## src/rtl/wakeup_pkg.sv

```systemverilog
// Purpose : constants for the stop mode periodic wakeup unit
// Assumes : 32-bit APB register bus, one aligned word per register
// Notes   : offsets are byte addresses
`default_nettype none
package wakeup_pkg;
  // ==========================================================
  // register map
  localparam logic [7:0] PORTA_DATA_OFS   = 8'h00;
  localparam logic [7:0] KBD_STATUS_OFS   = 8'h04;
  localparam logic [7:0] KBD_IRQ_EN_OFS   = 8'h08;
  localparam logic [7:0] MODE_CTRL_OFS    = 8'h0C;
  localparam logic [7:0] EVT_STATUS_OFS   = 8'h10;
  localparam logic [7:0] EVT_MASK_OFS     = 8'h14;
  localparam logic [7:0] PERIOD_OFS       = 8'h18;
  localparam logic [7:0] COUNT_OFS        = 8'h1C;
  // ==========================================================
  // field positions
  localparam int LATCH_BIT     = 6;  // port a bit of the latch flag
  localparam int ACK_BIT       = 2;  // keyboard ack bit
  localparam int MASK_BIT      = 1;  // keyboard interrupt mask
  localparam int WKIE_BIT      = 1;  // wakeup interrupt enable
  localparam int STOP_BIT      = 0;  // mode control: stop request
  localparam int WAIT_BIT      = 1;  // mode control: wait request
  localparam int PORTA_WIDTH   = 6;  // bits 0..5 are plain port bits
  // ==========================================================
  // reset values
  localparam logic [31:0] PERIOD_RST = 32'h0000_0400;
  localparam logic [31:0] ZERO_WORD  = 32'h0000_0000;
  // ==========================================================
  // power modes
  typedef enum logic [2:0]
  {
    MODE_RUN  = 3'b001,
    MODE_WAIT = 3'b010,
    MODE_STOP = 3'b100
  } power_mode_t;
endpackage
`default_nettype wire

```

## src/rtl/stop_mode_periodic_wakeup.sv

```systemverilog
// Purpose : periodic wakeup unit active only in stop mode
// Assumes : APB slave, 10 MHz clock, synchronous active-low reset
// Notes   : oscillator modelled as the system clock, gated by mode
`default_nettype none
module stop_mode_periodic_wakeup
  import wakeup_pkg::*;
#(
  parameter int CNT_WIDTH = 32
)
(
  // clock and reset
  input  wire logic        CLK_SYS_IN,
  input  wire logic        RSTN_IN,
  // apb slave
  input  wire logic        PSEL_IN,
  input  wire logic        PENABLE_IN,
  input  wire logic        PWRITE_IN,
  input  wire logic [7:0]  PADDR_IN,
  input  wire logic [31:0] PWDATA_IN,
  output logic      [31:0] PRDATA_OUT,
  output logic             PREADY_OUT,
  output logic             PSLVERR_OUT,
  // port a pins, bits 0..5
  input  wire logic [5:0]  PORTA_PIN_IN,
  output logic      [5:0]  PORTA_PIN_OUT,
  output logic      [5:0]  PORTA_OE_OUT,
  // wakeup and interrupts
  output logic             KBD_WAKEUP_OUT,
  output logic             IRQ_OUT
);
  // elaboration check: the read mux only shows 32 bits of count
  if (CNT_WIDTH < 2 || CNT_WIDTH > 32)
  begin
    $error("stop_mode_periodic_wakeup: CNT_WIDTH out of range");
  end

  // ==========================================================
  // state
  logic [5:0]         porta_data_q;
  logic [5:0]         porta_dir_q;
  logic [5:0]         pin_meta_q;
  logic [5:0]         pin_sync_q;
  logic               latch_q;
  logic               latch_d;
  logic               kbd_mask_q;
  logic               wkie_q;
  logic               stop_req_q;
  logic               wait_req_q;
  power_mode_t        mode_q;
  power_mode_t        mode_d;
  logic [1:0]         evt_q;
  logic [1:0]         evt_d;
  logic [1:0]         evt_mask_q;
  logic [CNT_WIDTH-1:0] period_q;
  logic [CNT_WIDTH-1:0] count_w;
  logic               terminal_w;
  logic               access_done_q;

  // ==========================================================
  // apb decode
  wire apb_acc  = PSEL_IN && PENABLE_IN && !access_done_q;
  wire wr_en    = apb_acc && PWRITE_IN;
  wire rd_en    = apb_acc && !PWRITE_IN;
  wire hit_pa   = (PADDR_IN == PORTA_DATA_OFS);
  wire hit_kbs  = (PADDR_IN == KBD_STATUS_OFS);
  wire hit_ien  = (PADDR_IN == KBD_IRQ_EN_OFS);
  wire hit_mode = (PADDR_IN == MODE_CTRL_OFS);
  wire hit_evs  = (PADDR_IN == EVT_STATUS_OFS);
  wire hit_evm  = (PADDR_IN == EVT_MASK_OFS);
  wire hit_per  = (PADDR_IN == PERIOD_OFS);
  wire hit_cnt  = (PADDR_IN == COUNT_OFS);
  wire hit_any  = hit_pa || hit_kbs || hit_ien || hit_mode ||
                  hit_evs || hit_evm || hit_per || hit_cnt;

  // ack write clears the latch
  wire ack_wr   = wr_en && hit_kbs && PWDATA_IN[ACK_BIT];

  // ==========================================================
  // power mode: stop wins over wait, run when neither asked
  assign mode_d = stop_req_q ? MODE_STOP :
                  wait_req_q ? MODE_WAIT : MODE_RUN;
  wire in_stop    = (mode_q == MODE_STOP);
  // counter idle in run and wait
  // enable alone arms the unit on stop entry
  wire unit_run   = in_stop && wkie_q;
  // restart on each stop entry
  wire stop_entry = (mode_d == MODE_STOP) && !in_stop;

  always_ff @(posedge CLK_SYS_IN)
  begin
    if (!RSTN_IN)
      mode_q <= MODE_RUN;
    else
      mode_q <= mode_d;
  end

  wakeup_counter #(
    .WIDTH (CNT_WIDTH)
  ) u_counter (
    .clk_in       (CLK_SYS_IN),
    .rstn_in      (RSTN_IN),
    .run_in       (unit_run),
    .restart_in   (stop_entry),
    .period_in    (period_q),
    .count_out    (count_w),
    .terminal_out (terminal_w)
  );

  // ==========================================================
  // latch: set wins over the ack clear so no request is lost
  assign latch_d = terminal_w ? 1'b1 :
                   ack_wr     ? 1'b0 : latch_q;

  always_ff @(posedge CLK_SYS_IN)
  begin
    if (!RSTN_IN)
      latch_q <= 1'b0;
    else
      latch_q <= latch_d;
  end

  // request to the keyboard path needs the mask cleared
  always_ff @(posedge CLK_SYS_IN)
  begin
    if (!RSTN_IN)
      KBD_WAKEUP_OUT <= 1'b0;
    else
      KBD_WAKEUP_OUT <= latch_d && wkie_q && !kbd_mask_q;
  end

  // ==========================================================
  // control registers
  always_ff @(posedge CLK_SYS_IN)
  begin
    if (!RSTN_IN)
    begin
      kbd_mask_q <= 1'b1;
      wkie_q     <= 1'b0;
      stop_req_q <= 1'b0;
      wait_req_q <= 1'b0;
      period_q   <= PERIOD_RST[CNT_WIDTH-1:0];
      evt_mask_q <= 2'b00;
    end
    else if (wr_en)
    begin
      if (hit_kbs)
        kbd_mask_q <= PWDATA_IN[MASK_BIT];
      else if (hit_ien)
        wkie_q <= PWDATA_IN[WKIE_BIT];
      else if (hit_mode)
      begin
        stop_req_q <= PWDATA_IN[STOP_BIT];
        wait_req_q <= PWDATA_IN[WAIT_BIT];
      end
      else if (hit_per)
        period_q <= PWDATA_IN[CNT_WIDTH-1:0];
      else if (hit_evm)
        evt_mask_q <= PWDATA_IN[1:0];
    end
  end

  // ==========================================================
  // port a bits 0..5; bit 6 has no storage at all
  always_ff @(posedge CLK_SYS_IN)
  begin
    if (!RSTN_IN)
    begin
      porta_data_q <= 6'h00;
      porta_dir_q  <= 6'h00;
    end
    else if (wr_en && hit_pa)
    begin
      porta_data_q <= PWDATA_IN[PORTA_WIDTH-1:0];  // bit 6 ignored
      porta_dir_q  <= PWDATA_IN[PORTA_WIDTH+7:8];
    end
  end

  // pins come from outside: two-stage synchroniser
  always_ff @(posedge CLK_SYS_IN)
  begin
    if (!RSTN_IN)
    begin
      pin_meta_q <= 6'h00;
      pin_sync_q <= 6'h00;
    end
    else
    begin
      pin_meta_q <= PORTA_PIN_IN;
      pin_sync_q <= pin_meta_q;
    end
  end

  always_ff @(posedge CLK_SYS_IN)
  begin
    if (!RSTN_IN)
    begin
      PORTA_PIN_OUT <= 6'h00;
      PORTA_OE_OUT  <= 6'h00;
    end
    else
    begin
      PORTA_PIN_OUT <= porta_data_q;
      PORTA_OE_OUT  <= porta_dir_q;
    end
  end

  // ==========================================================
  // events: bit0 wakeup, bit1 ack; status cleared by its read,
  // but a new event in that cycle still sets its bit
  wire [1:0] evt_set = {ack_wr, terminal_w};
  assign evt_d = evt_set | ((rd_en && hit_evs) ? 2'b00 : evt_q);

  always_ff @(posedge CLK_SYS_IN)
  begin
    if (!RSTN_IN)
    begin
      evt_q   <= 2'b00;
      IRQ_OUT <= 1'b0;
    end
    else
    begin
      evt_q   <= evt_d;
      // a mask bit set to one keeps its event off the irq line
      IRQ_OUT <= |(evt_d & ~evt_mask_q);
    end
  end

  // ==========================================================
  // read mux; latch shown whatever the enable is
  wire [7:0] pa_byte = {1'b0, latch_q, 2'b00, 4'h0} |
                       {2'b00, (porta_dir_q & porta_data_q) |
                               (~porta_dir_q & pin_sync_q)};
  wire [31:0] rd_word =
    hit_pa   ? {16'h0000, 2'b00, porta_dir_q, pa_byte} :
    hit_kbs  ? {30'h0000_0000, kbd_mask_q, 1'b0} :
    hit_ien  ? {30'h0000_0000, wkie_q, 1'b0} :
    hit_mode ? {29'h0000_0000, mode_q} :
    hit_evs  ? {30'h0000_0000, evt_q} :
    hit_evm  ? {30'h0000_0000, evt_mask_q} :
    hit_per  ? 32'(period_q) :
    hit_cnt  ? 32'(count_w) : ZERO_WORD;

  // one wait state: pready registered, so answers come one cycle on
  always_ff @(posedge CLK_SYS_IN)
  begin
    if (!RSTN_IN)
    begin
      PREADY_OUT    <= 1'b0;
      PSLVERR_OUT   <= 1'b0;
      PRDATA_OUT    <= ZERO_WORD;
      access_done_q <= 1'b0;
    end
    else
    begin
      PREADY_OUT    <= apb_acc;
      PSLVERR_OUT   <= apb_acc && !hit_any;
      access_done_q <= apb_acc;
      if (rd_en)
        PRDATA_OUT <= rd_word;
    end
  end

  // ==========================================================
  // checks
  AST_LATCH_SET: assert property (@(posedge CLK_SYS_IN)
    disable iff (!RSTN_IN) terminal_w |=> latch_q)
    else $error("latch not set after terminal count");
  AST_LATCH_ACK: assert property (@(posedge CLK_SYS_IN)
    disable iff (!RSTN_IN) ack_wr && !terminal_w |=> !latch_q)
    else $error("ack write did not clear latch");
  AST_LATCH_HOLD: assert property (@(posedge CLK_SYS_IN)
    disable iff (!RSTN_IN)
    latch_q && !ack_wr |=> latch_q)
    else $error("latch dropped without ack");
  AST_RESET_CLR: assert property (@(posedge CLK_SYS_IN)
    !RSTN_IN |=> !latch_q)
    else $error("reset did not clear latch");
  AST_RUN_IDLE: assert property (@(posedge CLK_SYS_IN)
    disable iff (!RSTN_IN)
    mode_q == MODE_RUN && $past(mode_q) == MODE_RUN
      |-> $stable(count_w) && !terminal_w)
    else $error("counter moved in run mode");
  AST_WAIT_IDLE: assert property (@(posedge CLK_SYS_IN)
    disable iff (!RSTN_IN)
    mode_q == MODE_WAIT && $past(mode_q) == MODE_WAIT
      |-> $stable(count_w) && !terminal_w)
    else $error("counter moved in wait mode");
  AST_AUTO_START: assert property (@(posedge CLK_SYS_IN)
    disable iff (!RSTN_IN)
    in_stop && wkie_q && !stop_entry && count_w < period_q
      |=> count_w == $past(count_w) + 1'b1)
    else $error("counter not running in stop");
  AST_RESTART: assert property (@(posedge CLK_SYS_IN)
    disable iff (!RSTN_IN) stop_entry |=> count_w == '0)
    else $error("counter not zero on stop entry");
  AST_READ_FLAG: assert property (@(posedge CLK_SYS_IN)
    disable iff (!RSTN_IN)
    rd_en && hit_pa |=> PRDATA_OUT[LATCH_BIT] == $past(latch_q))
    else $error("port a bit 6 does not show latch");
  AST_NO_STORE: assert property (@(posedge CLK_SYS_IN)
    disable iff (!RSTN_IN)
    wr_en && hit_pa && !terminal_w |=> latch_q == $past(latch_q))
    else $error("write to port a changed latch");

  // request follows the latch; terminal counts only come from stop
  AST_WAKE_REQ: assert property (@(posedge CLK_SYS_IN)
    disable iff (!RSTN_IN) KBD_WAKEUP_OUT |-> latch_q)
    else $error("wakeup request without latch");
  AST_STOP_ONLY: assert property (@(posedge CLK_SYS_IN)
    disable iff (!RSTN_IN) terminal_w |-> $past(in_stop))
    else $error("terminal count outside stop");
  AST_WAIT_NO_REQ: assert property (@(posedge CLK_SYS_IN)
    disable iff (!RSTN_IN) mode_q == MODE_WAIT |=> !terminal_w)
    else $error("terminal count in wait mode");
  AST_KBD_MASKED: assert property (@(posedge CLK_SYS_IN)
    disable iff (!RSTN_IN) kbd_mask_q |=> !KBD_WAKEUP_OUT)
    else $error("wakeup request passed the keyboard mask");

  COV_WAKEUP: cover property (@(posedge CLK_SYS_IN) terminal_w);
  COV_ACK:    cover property (@(posedge CLK_SYS_IN) latch_q ##1 ack_wr);
  COV_RACE:   cover property (@(posedge CLK_SYS_IN) terminal_w && ack_wr);
  COV_IRQ:    cover property (@(posedge CLK_SYS_IN) KBD_WAKEUP_OUT);
  COV_WAIT:   cover property (@(posedge CLK_SYS_IN) mode_q == MODE_WAIT);
endmodule
`default_nettype wire

```

## src/rtl/wakeup_counter.sv

```systemverilog
// Purpose : wakeup counter, runs only while enabled
// Assumes : single clock, synchronous active-low reset
// Notes   : restart pulse returns count to zero
`default_nettype none
module wakeup_counter
  import wakeup_pkg::*;
#(
  parameter int WIDTH = 32
)
(
  // clock and reset
  input  wire logic             clk_in,
  input  wire logic             rstn_in,
  // control
  input  wire logic             run_in,
  input  wire logic             restart_in,
  input  wire logic [WIDTH-1:0] period_in,
  // status
  output logic      [WIDTH-1:0] count_out,
  output logic                  terminal_out
);
  // elaboration check: refuse widths the wrap logic cannot serve
  if (WIDTH < 2 || WIDTH > 32)
  begin
    $error("wakeup_counter: WIDTH out of range");
  end

  logic [WIDTH-1:0] count_d;
  wire              at_end = (count_out >= period_in);

  // ==========================================================
  // next count; wraps at the period so requests repeat
  assign count_d = restart_in ? '0 :
                   !run_in    ? count_out :
                   at_end     ? '0 : count_out + 1'b1;

  always_ff @(posedge clk_in)
  begin
    if (!rstn_in)
      count_out <= '0;
    else
      count_out <= count_d;
  end

  // one-cycle pulse when the terminal count is passed
  always_ff @(posedge clk_in)
  begin
    if (!rstn_in)
      terminal_out <= 1'b0;
    else
      terminal_out <= run_in && !restart_in && at_end;
  end
endmodule
`default_nettype wire

```

## config.mk

```make
export PLATFORM = sky130hd
export DESIGN_NAME = stop_mode_periodic_wakeup
export DESIGN_NICKNAME = d
export VERILOG_FILES = /design/src/rtl/wakeup_pkg.sv /design/src/rtl/stop_mode_periodic_wakeup.sv /design/src/rtl/wakeup_counter.sv
export SDC_FILE = /design/constraint.sdc
export NUM_CORES = 1
export LEC_CHECK = 0
export BUFFER_PORTS_ARGS = -buffer_cell sky130_fd_sc_hd__buf_2
export CAP_MARGIN = 40
export CORE_MARGIN = 4
export CORE_UTILIZATION = 55
export DETAILED_ROUTE_END_ITERATION = 10
export PLACE_DENSITY = 0.77
export SKIP_LAST_GASP = 1
export SYNTH_ARGS = -nofsm -noshare
export SYNTH_HDL_FRONTEND = slang
export SYNTH_SLANG_ARGS = --single-unit
```

## constraint.sdc

```tcl
create_clock -name CLK_SYS_IN -period 5 [get_ports CLK_SYS_IN]
set_input_delay 0.5 -clock CLK_SYS_IN [delete_from_list [all_inputs] [get_ports CLK_SYS_IN]]
set_output_delay 0.5 -clock CLK_SYS_IN [all_outputs]
set_load 0.005 [all_outputs]
```

Word-level counts from Yosys, hierarchy flattened
Cells that the tools add are included.
{"block": "word_totals", "regBits": 149, "in_bits": 51, "out_inout_bits": 48, "elab_cells": 96}
{"block": "op_classes", "n_addsub": 1, "magnitude_cmp": 1, "eq_ne": 9, "n_mux": 14, "bitwise": 13, "reduce_logical": 36}
{"op": "32-bit 2-to-1 mux", "n": 9}
{"op": "32-bit by 1-bit adder with 32-bit output, second input constant", "n": 1}
{"op": "8-bit by 5-bit equality test with 1-bit output, second input constant", "n": 4}
{"op": "32-bit >= comparator", "n": 1}
{"op": "8-bit by 4-bit equality test with 1-bit output, second input constant", "n": 2}
{"op": "1-bit logical AND", "n": 15}
{"op": "6-bit bitwise AND", "n": 2}
{"op": "8-bit by 3-bit equality test with 1-bit output, second input constant", "n": 1}
{"op": "8-bit logical NOT", "n": 1}
{"op": "1-bit logical OR", "n": 7}
{"op": "7-bit by 6-bit OR with 7-bit output", "n": 1}
{"op": "3-bit equality test, second input constant", "n": 2}
{"op": "1-bit logical NOT", "n": 6}
{"op": "6-bit NOT", "n": 1}
{"op": "6-bit OR", "n": 1}
{"op": "6-bit AND reduction", "n": 1}
{"op": "1-bit NOT", "n": 5}
{"op": "5-bit AND reduction", "n": 1}
{"op": "2-bit 2-to-1 mux", "n": 2}
{"op": "4-bit AND reduction", "n": 1}
{"op": "2-bit OR reduction", "n": 2}
{"op": "3-bit 2-to-1 mux", "n": 1}
{"op": "3-bit AND reduction", "n": 1}
{"op": "2-bit bitwise AND", "n": 1}
{"op": "4 further kinds", "n": 5}

Logic depth before layout (Yosys ltp)
Gate-level depths: netlist of run 1.
{"block": "logic_depth", "word_depth": 10, "mapped_depth": 9, "ltp_nobuf": 8}

By module
From an unflattened synthesis of run 1, not the netlist that was laid out.
{"block": "hier_totals", "cells_unflattened": 788, "area_unflattened_um2": 6922.9}
{"mod": "stop_mode_periodic_wakeup", "n_inst": 1, "cells_each": 502, "area_each_um2": 4546.9, "seq_area_each_um2": 2322.2}
{"mod": "wakeup_counter", "n_inst": 1, "cells_each": 286, "area_each_um2": 2376.0, "seq_area_each_um2": 660.6}

Worst setup path before layout of run 1
OpenSTA, ideal clock, no wires.
{"block": "synth_timing", "kind": "register -> register", "from": "register u_counter.count_out[0]", "to": "register u_counter.count_out[18]", "setup_time_ps": 78, "t_arrival_ps": 1890, "t_required_ps": 4922, "setup_slack_ps": 3032, "path_stages_with_launch": 10, "path_buffers": 1, "synth_period_minus_slack_ps": 1968, "path_cell_list": "dfxtp_1 > inv_1 > ha_1 > or3b_1 > o2111ai_1 > a31oi_1 > o211ai_1 > nand3_1 > buf_4 > nor3_1"}
{"block": "synth_between", "elab_chain_len": 2, "elab_cells_between_ends": 3, "cone_classes": "add/sub (1); order compare (1); mux (1)"}
{"item": "start: declaration", "line": "wakeup_counter.sv:19", "rtl": "output logic [WIDTH-1:0] count_out,"}
{"item": "start signal: assignment", "line": "wakeup_counter.sv:42", "rtl": "count_out <= count_d;"}
{"item": "32-bit by 1-bit adder with 32-bit output or 32-bit >= comparator (tied branches)", "line": "wakeup_counter.sv:35, wakeup_counter.sv:29"}
{"item": "32-bit 2-to-1 mux (*)", "line": "wakeup_counter.sv:35", "rtl": "at_end ? '0 : count_out + 1'b1;"}
Every way passes the cells marked *; elsewhere a longest branch is shown, timed or not.
A chain may end at the register's enable or synchronous reset.

Final worst setup path of run 1
{"block": "layout_timing", "from": "register u_counter.count_out[0]", "to": "register u_counter.count_out[4]"}
The elaborated chain is that of the path after synthesis.

==> results.toml, run 1 <==
[setup_path]
crit_type = "flop to flop"
path_cells = "inv_1 > ha_1 > or3b_1 > o2111ai_1 > a31oi_1 > o211ai_1 > nand3_1 > buf_6 > nor3_1"
critPathLaunchType = "flop"
end_kind = "flop"
critical_path_buf_inv_count = 2
crit_arrival_ns = 3.16
critPathMaxFanout = 19
cp_slowest_cell = "nand3_1"
r2r_slack_ns = 2.18
cp_slowest_stage_delay_ns = 0.58
worst-endpoint-required_ns = 5.34
cp_top_family = "simple AND/OR/NAND/NOR gates"

[clocking]
cts.sinks = 149
htreeDepth = 4
clk_pin_slew_worst_paths_ns = 0.06
cts_setup_buffers = 0
cts_tree = "built"
root_buffer = "clkbuf_16"
cts_resized = 0
clock_latency_ns = 0.42
cts_buffer_depth = 2
cts_hold_buf = 0
cts_buffers = 17

[route]
drt_first_pass_iters = 5
ant_nets = 0
vias_per_cell = 5.49
wl_per_cell_um = 16.0
drt_wl_total_um = 16700
drt_iter0_drc = 376
vias = 5748
drcViolationCount = 0

[die]
coreArea_um2 = 12200
die_h_um = 121
boundaryPins = 99
die_area_um2 = 14500
rows = 40
start_util_pct = 57.1
die_x_um = 121

[grt]
met3_usage_pct = 5.33
grt_most_used_layer = "met2"
first_global_vias = 5710
antenna_found_initial = 0
use_met1_pct = 30.3
gr-usage-all-layers_pct = 23.6
grt_pass1_wl_um = 27600
grt_max_degree = 115
grt_remaining_overflow = 0
use_met2_pct = 39.1

[place]
io_buffer_count = 98
gp_congestion = 0.869
dp_hpwl_um = 11900
pre_cts_ws_ns = 2.22

[job]
cap_violations = 0

[logic_synthesis]
synth-edff-count = 0
syn_nets = 867
synth_cells = 783
seq_area_frac_synth_pct = 42.8
ys_ff_latch = 149
synthesis.yosys.warnings = 0
ys_types = 56
synth_top_flop_cell = "dfxtp_1"
syn_area_per_cell_um2 = 8.91
netlist_area_um2 = 6970
synthArstFlopShare_pct = 0

[timing]
post-route-period-util_pct = 56.3
skew_ns = 0.00941
rsz0062_at_grt = "false"
hold_violations = 0
fin_crit_ns = 2.82
max-slew-margin-rel_pct = 41.8
finalSetupViolCount = 0
slew_viol_final = 0
fin_setup_tns_ns = 0
worst_pin_slew_ns = 0.874
fmax_mhz = 355
setup_ws_ns = 2.18

[power_and_ir_drop]
peakVddDrop_mv = 0.298
power_density_nw_per_um2 = 314
p_leak_uw = 0.00333

[layout]
antenna_cells = 0
fill_cells = 1092
final_layout_size_suffix_gt1_share_pct = 17.6
fin_nets = 950
area_growth_pct = 17.8

[min_path]
hp-class = "input pin to flop"

[status]
outcome = "complete, no violations"
==> layout by cell type, fill, tap and decap left out, types with 4 or more instances in the layout <==
cell type    n
and3_1       7
buf_4        4
xor2_1      22
a21oi_1     10
nor2_1       9
clkbuf_8     4
clkbuf_16   17
nor2b_1      9
and2_1      49
nand4_1     16
buf_2       98
nor3_1      32
mux2i_1     34
and4_1       4
ha_1        33
a21boi_0    20
inv_1       36
nand2_1    156
a21boi_1    35
xnor2_1      9
nand3_1     15
o21ai_0     34
dfxtp_1    149
a22oi_1      9
==> per-stage QoR <==
stage	instance area, µm²	cells	total power (µW)	hold slack [ns]	utilization, %
2_1_floorplan	6970	783	1260	0.412	-
4_1_cts	8210	1047	2590	0.270	67.2
3_5_place_dp	7610	1015	1300	0.423	62.3
6_report	8210	1047	2580	0.282	67.2
5_1_grt	8210	1047	2660	0.278	67.2
3_3_place_gp	7530	1011	1300	0.417	61.7
==> area by class of cell <==
class | instances | area [µm²] | area share [%]
inverter | 36 | 135 | 1.65
tap | 168 | 210 | 2.56
clock buffer | 22 | 484 | 5.90
sequential | 149 | 2980 | 36.3
clock inverter | 10 | 120 | 1.46
timing repair buffer | 106 | 598 | 7.28
multi-input combinational | 556 | 3680 | 44.8
==> report_power, final <==
part	switching (µW)	leakage, µW	total [µW]	internal, µW
clock network	509	0.000293	1300	791
registers	1.77	0.00120	1190	1190
logic	45.9	0.00183	81.8	35.8
==> state kept, by name, indices dropped and copies added, names as in the netlist, 2 cells and up <==
signal / count
porta_data_q: 6
mode_q: 3
evt_q: 2
porta_dir_q: 6
period_q: 32
u_counter.count_out: 32
pin_sync_q: 6
PORTA_OE_OUT: 6
PRDATA_OUT: 32
pin_meta_q: 6
evt_mask_q: 2
PORTA_PIN_OUT: 6
==> synth_stat cells, types with 3 or more instances <==
cell	n	area share [%]
nand2_1	156	8.4
dfxtp_1	149	43
and2_1	49	4.4
inv_1	36	1.9
a21boi_1	35	3.8
mux2i_1	34	4.9
o21ai_0	34	2.4
ha_1	33	5.9
nor3_1	32	2.3
clkbuf_1	28	1.5
xor2_1	22	2.8
a21boi_0	20	2.2
nand4_1	16	1.4
nand3_1	15	1.1
a21oi_1	10	0.72
a22oi_1	9	0.97
buf_2	9	0.65
nor2_1	9	0.48
nor2b_1	9	0.81
xnor2_1	9	1.1
and3_1	7	0.63
and4_1	4	0.50
nor3_2	4	0.57
a21o_1	3	0.32
buf_4	3	0.32
mux4_2	3	0.97
o221ai_1	3	0.38
==> worst reg2reg max path, stage by stage (launching register included) <==
cell       delay (ns)
dfxtp_1          0.46
inv_1            0.07
ha_1             0.27
or3b_1           0.34
o2111ai_1        0.11
a31oi_1          0.11
o211ai_1         0.22
nand3_1          0.58
buf_6            0.39
nor3_1           0.19
==> kinds of logic after synthesis <==
family	synth area share, %
simple gates	24.3
flops	42.8
compound gates	12.6
buf+inv	4.52
mux	6.01
fa+ha+maj	5.92
xor+xnor	3.89
==> path summary, 6_finish.rpt <==
path | startpoint | end | depth (start not counted)
hold / removal | PORTA_PIN_IN[4] | pin_meta_q[4]$_SDFF_PN0_ | 2
setup / recovery | u_counter.count_out[0]$_SDFFE_PP0P_ | u_counter.count_out[4]$_SDFFE_PP0P_ | 9
hold reg to reg | pin_meta_q[2]$_SDFF_PN0_ | pin_sync_q[2]$_SDFF_PN0_ | 1
setup reg to reg | u_counter.count_out[0]$_SDFFE_PP0P_ | u_counter.count_out[4]$_SDFFE_PP0P_ | 9
==> layer usage <==
metal | wire, µm | part of all wire (%)
met5 | 0 | 0
met4 | 265 | 1.6
met3 | 648 | 3.9
met2 | 8060 | 48
met1 | 7760 | 46
Note: power is estimated with default switching activity, not from simulation.
==> run 2, diff against run 1 <==
- ABC_AREA: default -> 1
- PLACE_DENSITY: 0.77 -> 0.76
- clock period: 5 -> 2.7 ns (I/O delays scaled with it)
==> results.toml, run 2 <==
[route]
drt_wl_total_um = 20600
vias_per_cell = 5.25
drt_iter0_drc = 573
drt_first_pass_iters = 5
vias = 7395
drcViolationCount = 0
wl_per_cell_um = 14.6
ant_nets = 0

[logic_synthesis]
syn_area_per_cell_um2 = 6.80
ys_ff_latch = 149
synth_most_common_cell = "nand2_1"
ys_top_cells_by_count = "nand2_1 (256), inv_1 (168), nor2_1 (163), dfxtp_1 (149), a21oi_1 (98)"
synth_cells = 1115
ys_types = 39
synth.area.top_cells = "dfxtp_1 (39%), nand2_1 (13%), inv_1 (8.3%), nor2_1 (8.1%), a21oi_1 (6.5%)"
synth-edff-count = 0
seq_area_frac_synth_pct = 39.4
syn_nets = 1199
yosysTopAreaCell = "dfxtp_1"
synth_top_cell_area_share_pct = 39.4
netlist_area_um2 = 7580
synthesis.yosys.warnings = 0
synth_top_flop_cell = "dfxtp_1"
synthArstFlopShare_pct = 0

[clocking]
htreeDepth = 4
clk_pin_slew_worst_paths_ns = 0.06
clock_latency_ns = 0.42
cts_setup_buffers = 0
cts_hold_buf = 0
cts_buffers = 17
cts_resized = 0
cts_buffer_depth = 2
cts.sinks = 149
cts_tree = "built"
root_buffer = "clkbuf_16"

[grt]
use_met2_pct = 39.4
antenna_found_initial = 0
grt_max_degree = 76
met3_usage_pct = 5.97
first_global_vias = 6754
use_met1_pct = 38.8
grt_pass1_wl_um = 33800
grt_most_used_layer = "met2"
grt_remaining_overflow = 0
gr-usage-all-layers_pct = 26.3

[place]
gp_congestion = 0.922
dp_hpwl_um = 15300
io_buffer_count = 98

[die]
rows = 42
start_util_pct = 56.8
die_h_um = 125
boundaryPins = 99
die_x_um = 125
coreArea_um2 = 13300
die_area_um2 = 15700

[setup_path]
crit_type = "flop to flop"
critPathLaunchType = "flop"
crit_arrival_ns = 2.37
end_kind = "flop"
path_cells = "inv_1 > ha_1 > nand2_1 > nor2_1 > nand4_1 > nor3b_2 > nand2_1 > buf_4 > nand4_1 > nor2_1 > nor2_1 > nor2_1"
crit_top_cell = "nor2_1"
cp_slowest_stage_delay_ns = 0.34
cp_slowest_cell = "dfxtp_1"
cp_top_family = "simple AND/OR/NAND/NOR gates"
critical_path_buf_inv_count = 2
worst-endpoint-required_ns = 2.96
critPathMaxFanout = 16

[layout]
area_growth_pct = 17.7
fin_nets = 1303
layout_commonest_cell = "nand2_1"
final_layout_size_suffix_gt1_share_pct = 14.6
antenna_cells = 0
mostFrequentLayoutCells = "nand2_1 (256), inv_1 (168), nor2_1 (163), dfxtp_1 (149)"
top_regs = "PRDATA_OUT x32, period_q x32, u_counter.count_out x32"

[status]
outcome = "complete, no violations"

[timing]
max-slew-margin-rel_pct = 57.0
post-route-period-util_pct = 77.9
fin_setup_tns_ns = 0
hold_violations = 0
finalSetupViolCount = 0
fin_crit_ns = 2.10
worst_pin_slew_ns = 0.644
skew_ns = 0.00725
rsz0062_at_grt = "false"
slew_viol_final = 0
fmax_mhz = 475

[power_and_ir_drop]
p_leak_uw = 0.00415
totalPowerFinal_uw = 4740
power_density_nw_per_um2 = 531
peakVddDrop_mv = 0.547

[job]
cap_violations = 0

[min_path]
hp-class = "input pin to flop"
## run 2: power by group
group	leakage (µW)	switching, µW	internal, µW	total, µW
registers	0.00120	3.48	2210	2210
clock network	0.000287	969	1400	2370
logic	0.00266	106	49.0	155
total	0.00415	1080	3660	4740
## run 2: worst paths after layout
path | start | cells after the start | end | slack (ns)
max | period_q[22]$_SDFFE_PN0P_ | 12 | u_counter.count_out[22]$_SDFFE_PP0P_ | 0.60
min | PORTA_PIN_IN[4] | 3 | pin_meta_q[4]$_SDFF_PN0_ | 0.02
max reg2reg | period_q[22]$_SDFFE_PN0P_ | 12 | u_counter.count_out[22]$_SDFFE_PP0P_ | 0.60
min reg2reg | pin_meta_q[0]$_SDFF_PN0_ | 2 | pin_sync_q[0]$_SDFF_PN0_ | 0.41
## run 2: layer usage
layer  up-vias  wire length (µm)
met3        15              1710
li1       3776                 -
met5         -                 0
met2       265              8920
met1      3339              9770
met4         0               193
## run 2: cells by family after synthesis
kind of cell,after synthesis,share of synthesized area (%)
compound gates,204,15.0
flops,149,39.4
simple gates,508,28.4
buf+inv,213,10.9
xor+xnor,8,0.924
fa+ha+maj,33,5.45
## run 2: layout make-up
class	count	area, µm²
Inverter	174	656
Multi-Input combinational cell	753	3770
Fill cell	1226	4430
Tap cell	176	220
Clock buffer	20	447
Sequential cell	149	2980
Clock inverter	12	145
Timing Repair Buffer	124	698
## run 2: worst register-to-register path: stages (launching register included)
cell and delay, ns:
dfxtp_1 0.34, inv_1 0.06, ha_1 0.29, nand2_1 0.08
nor2_1 0.15, nand4_1 0.11, nor3b_2 0.24, nand2_1 0.10
buf_4 0.21, nand4_1 0.10, nor2_1 0.05, nor2_1 0.12
nor2_1 0.10
## run 2: metrics by stage
step / setup slack, ns / hold WS, ns / instance area, µm² / util (%) / instances
3_5_place_dp: 0.567 / 0.396 / 8330 / 62.4 / 1376
6_report: 0.596 / 0.0241 / 8920 / 66.8 / 1408
2_1_floorplan: 0.836 / 0.368 / 7580 / - / 1115
3_3_place_gp: 0.632 / 0.393 / 8330 / 62.4 / 1376
4_1_cts: 0.611 / 0.0165 / 8920 / 66.8 / 1408
5_1_grt: 0.241 / 0.0327 / 8920 / 66.8 / 1408
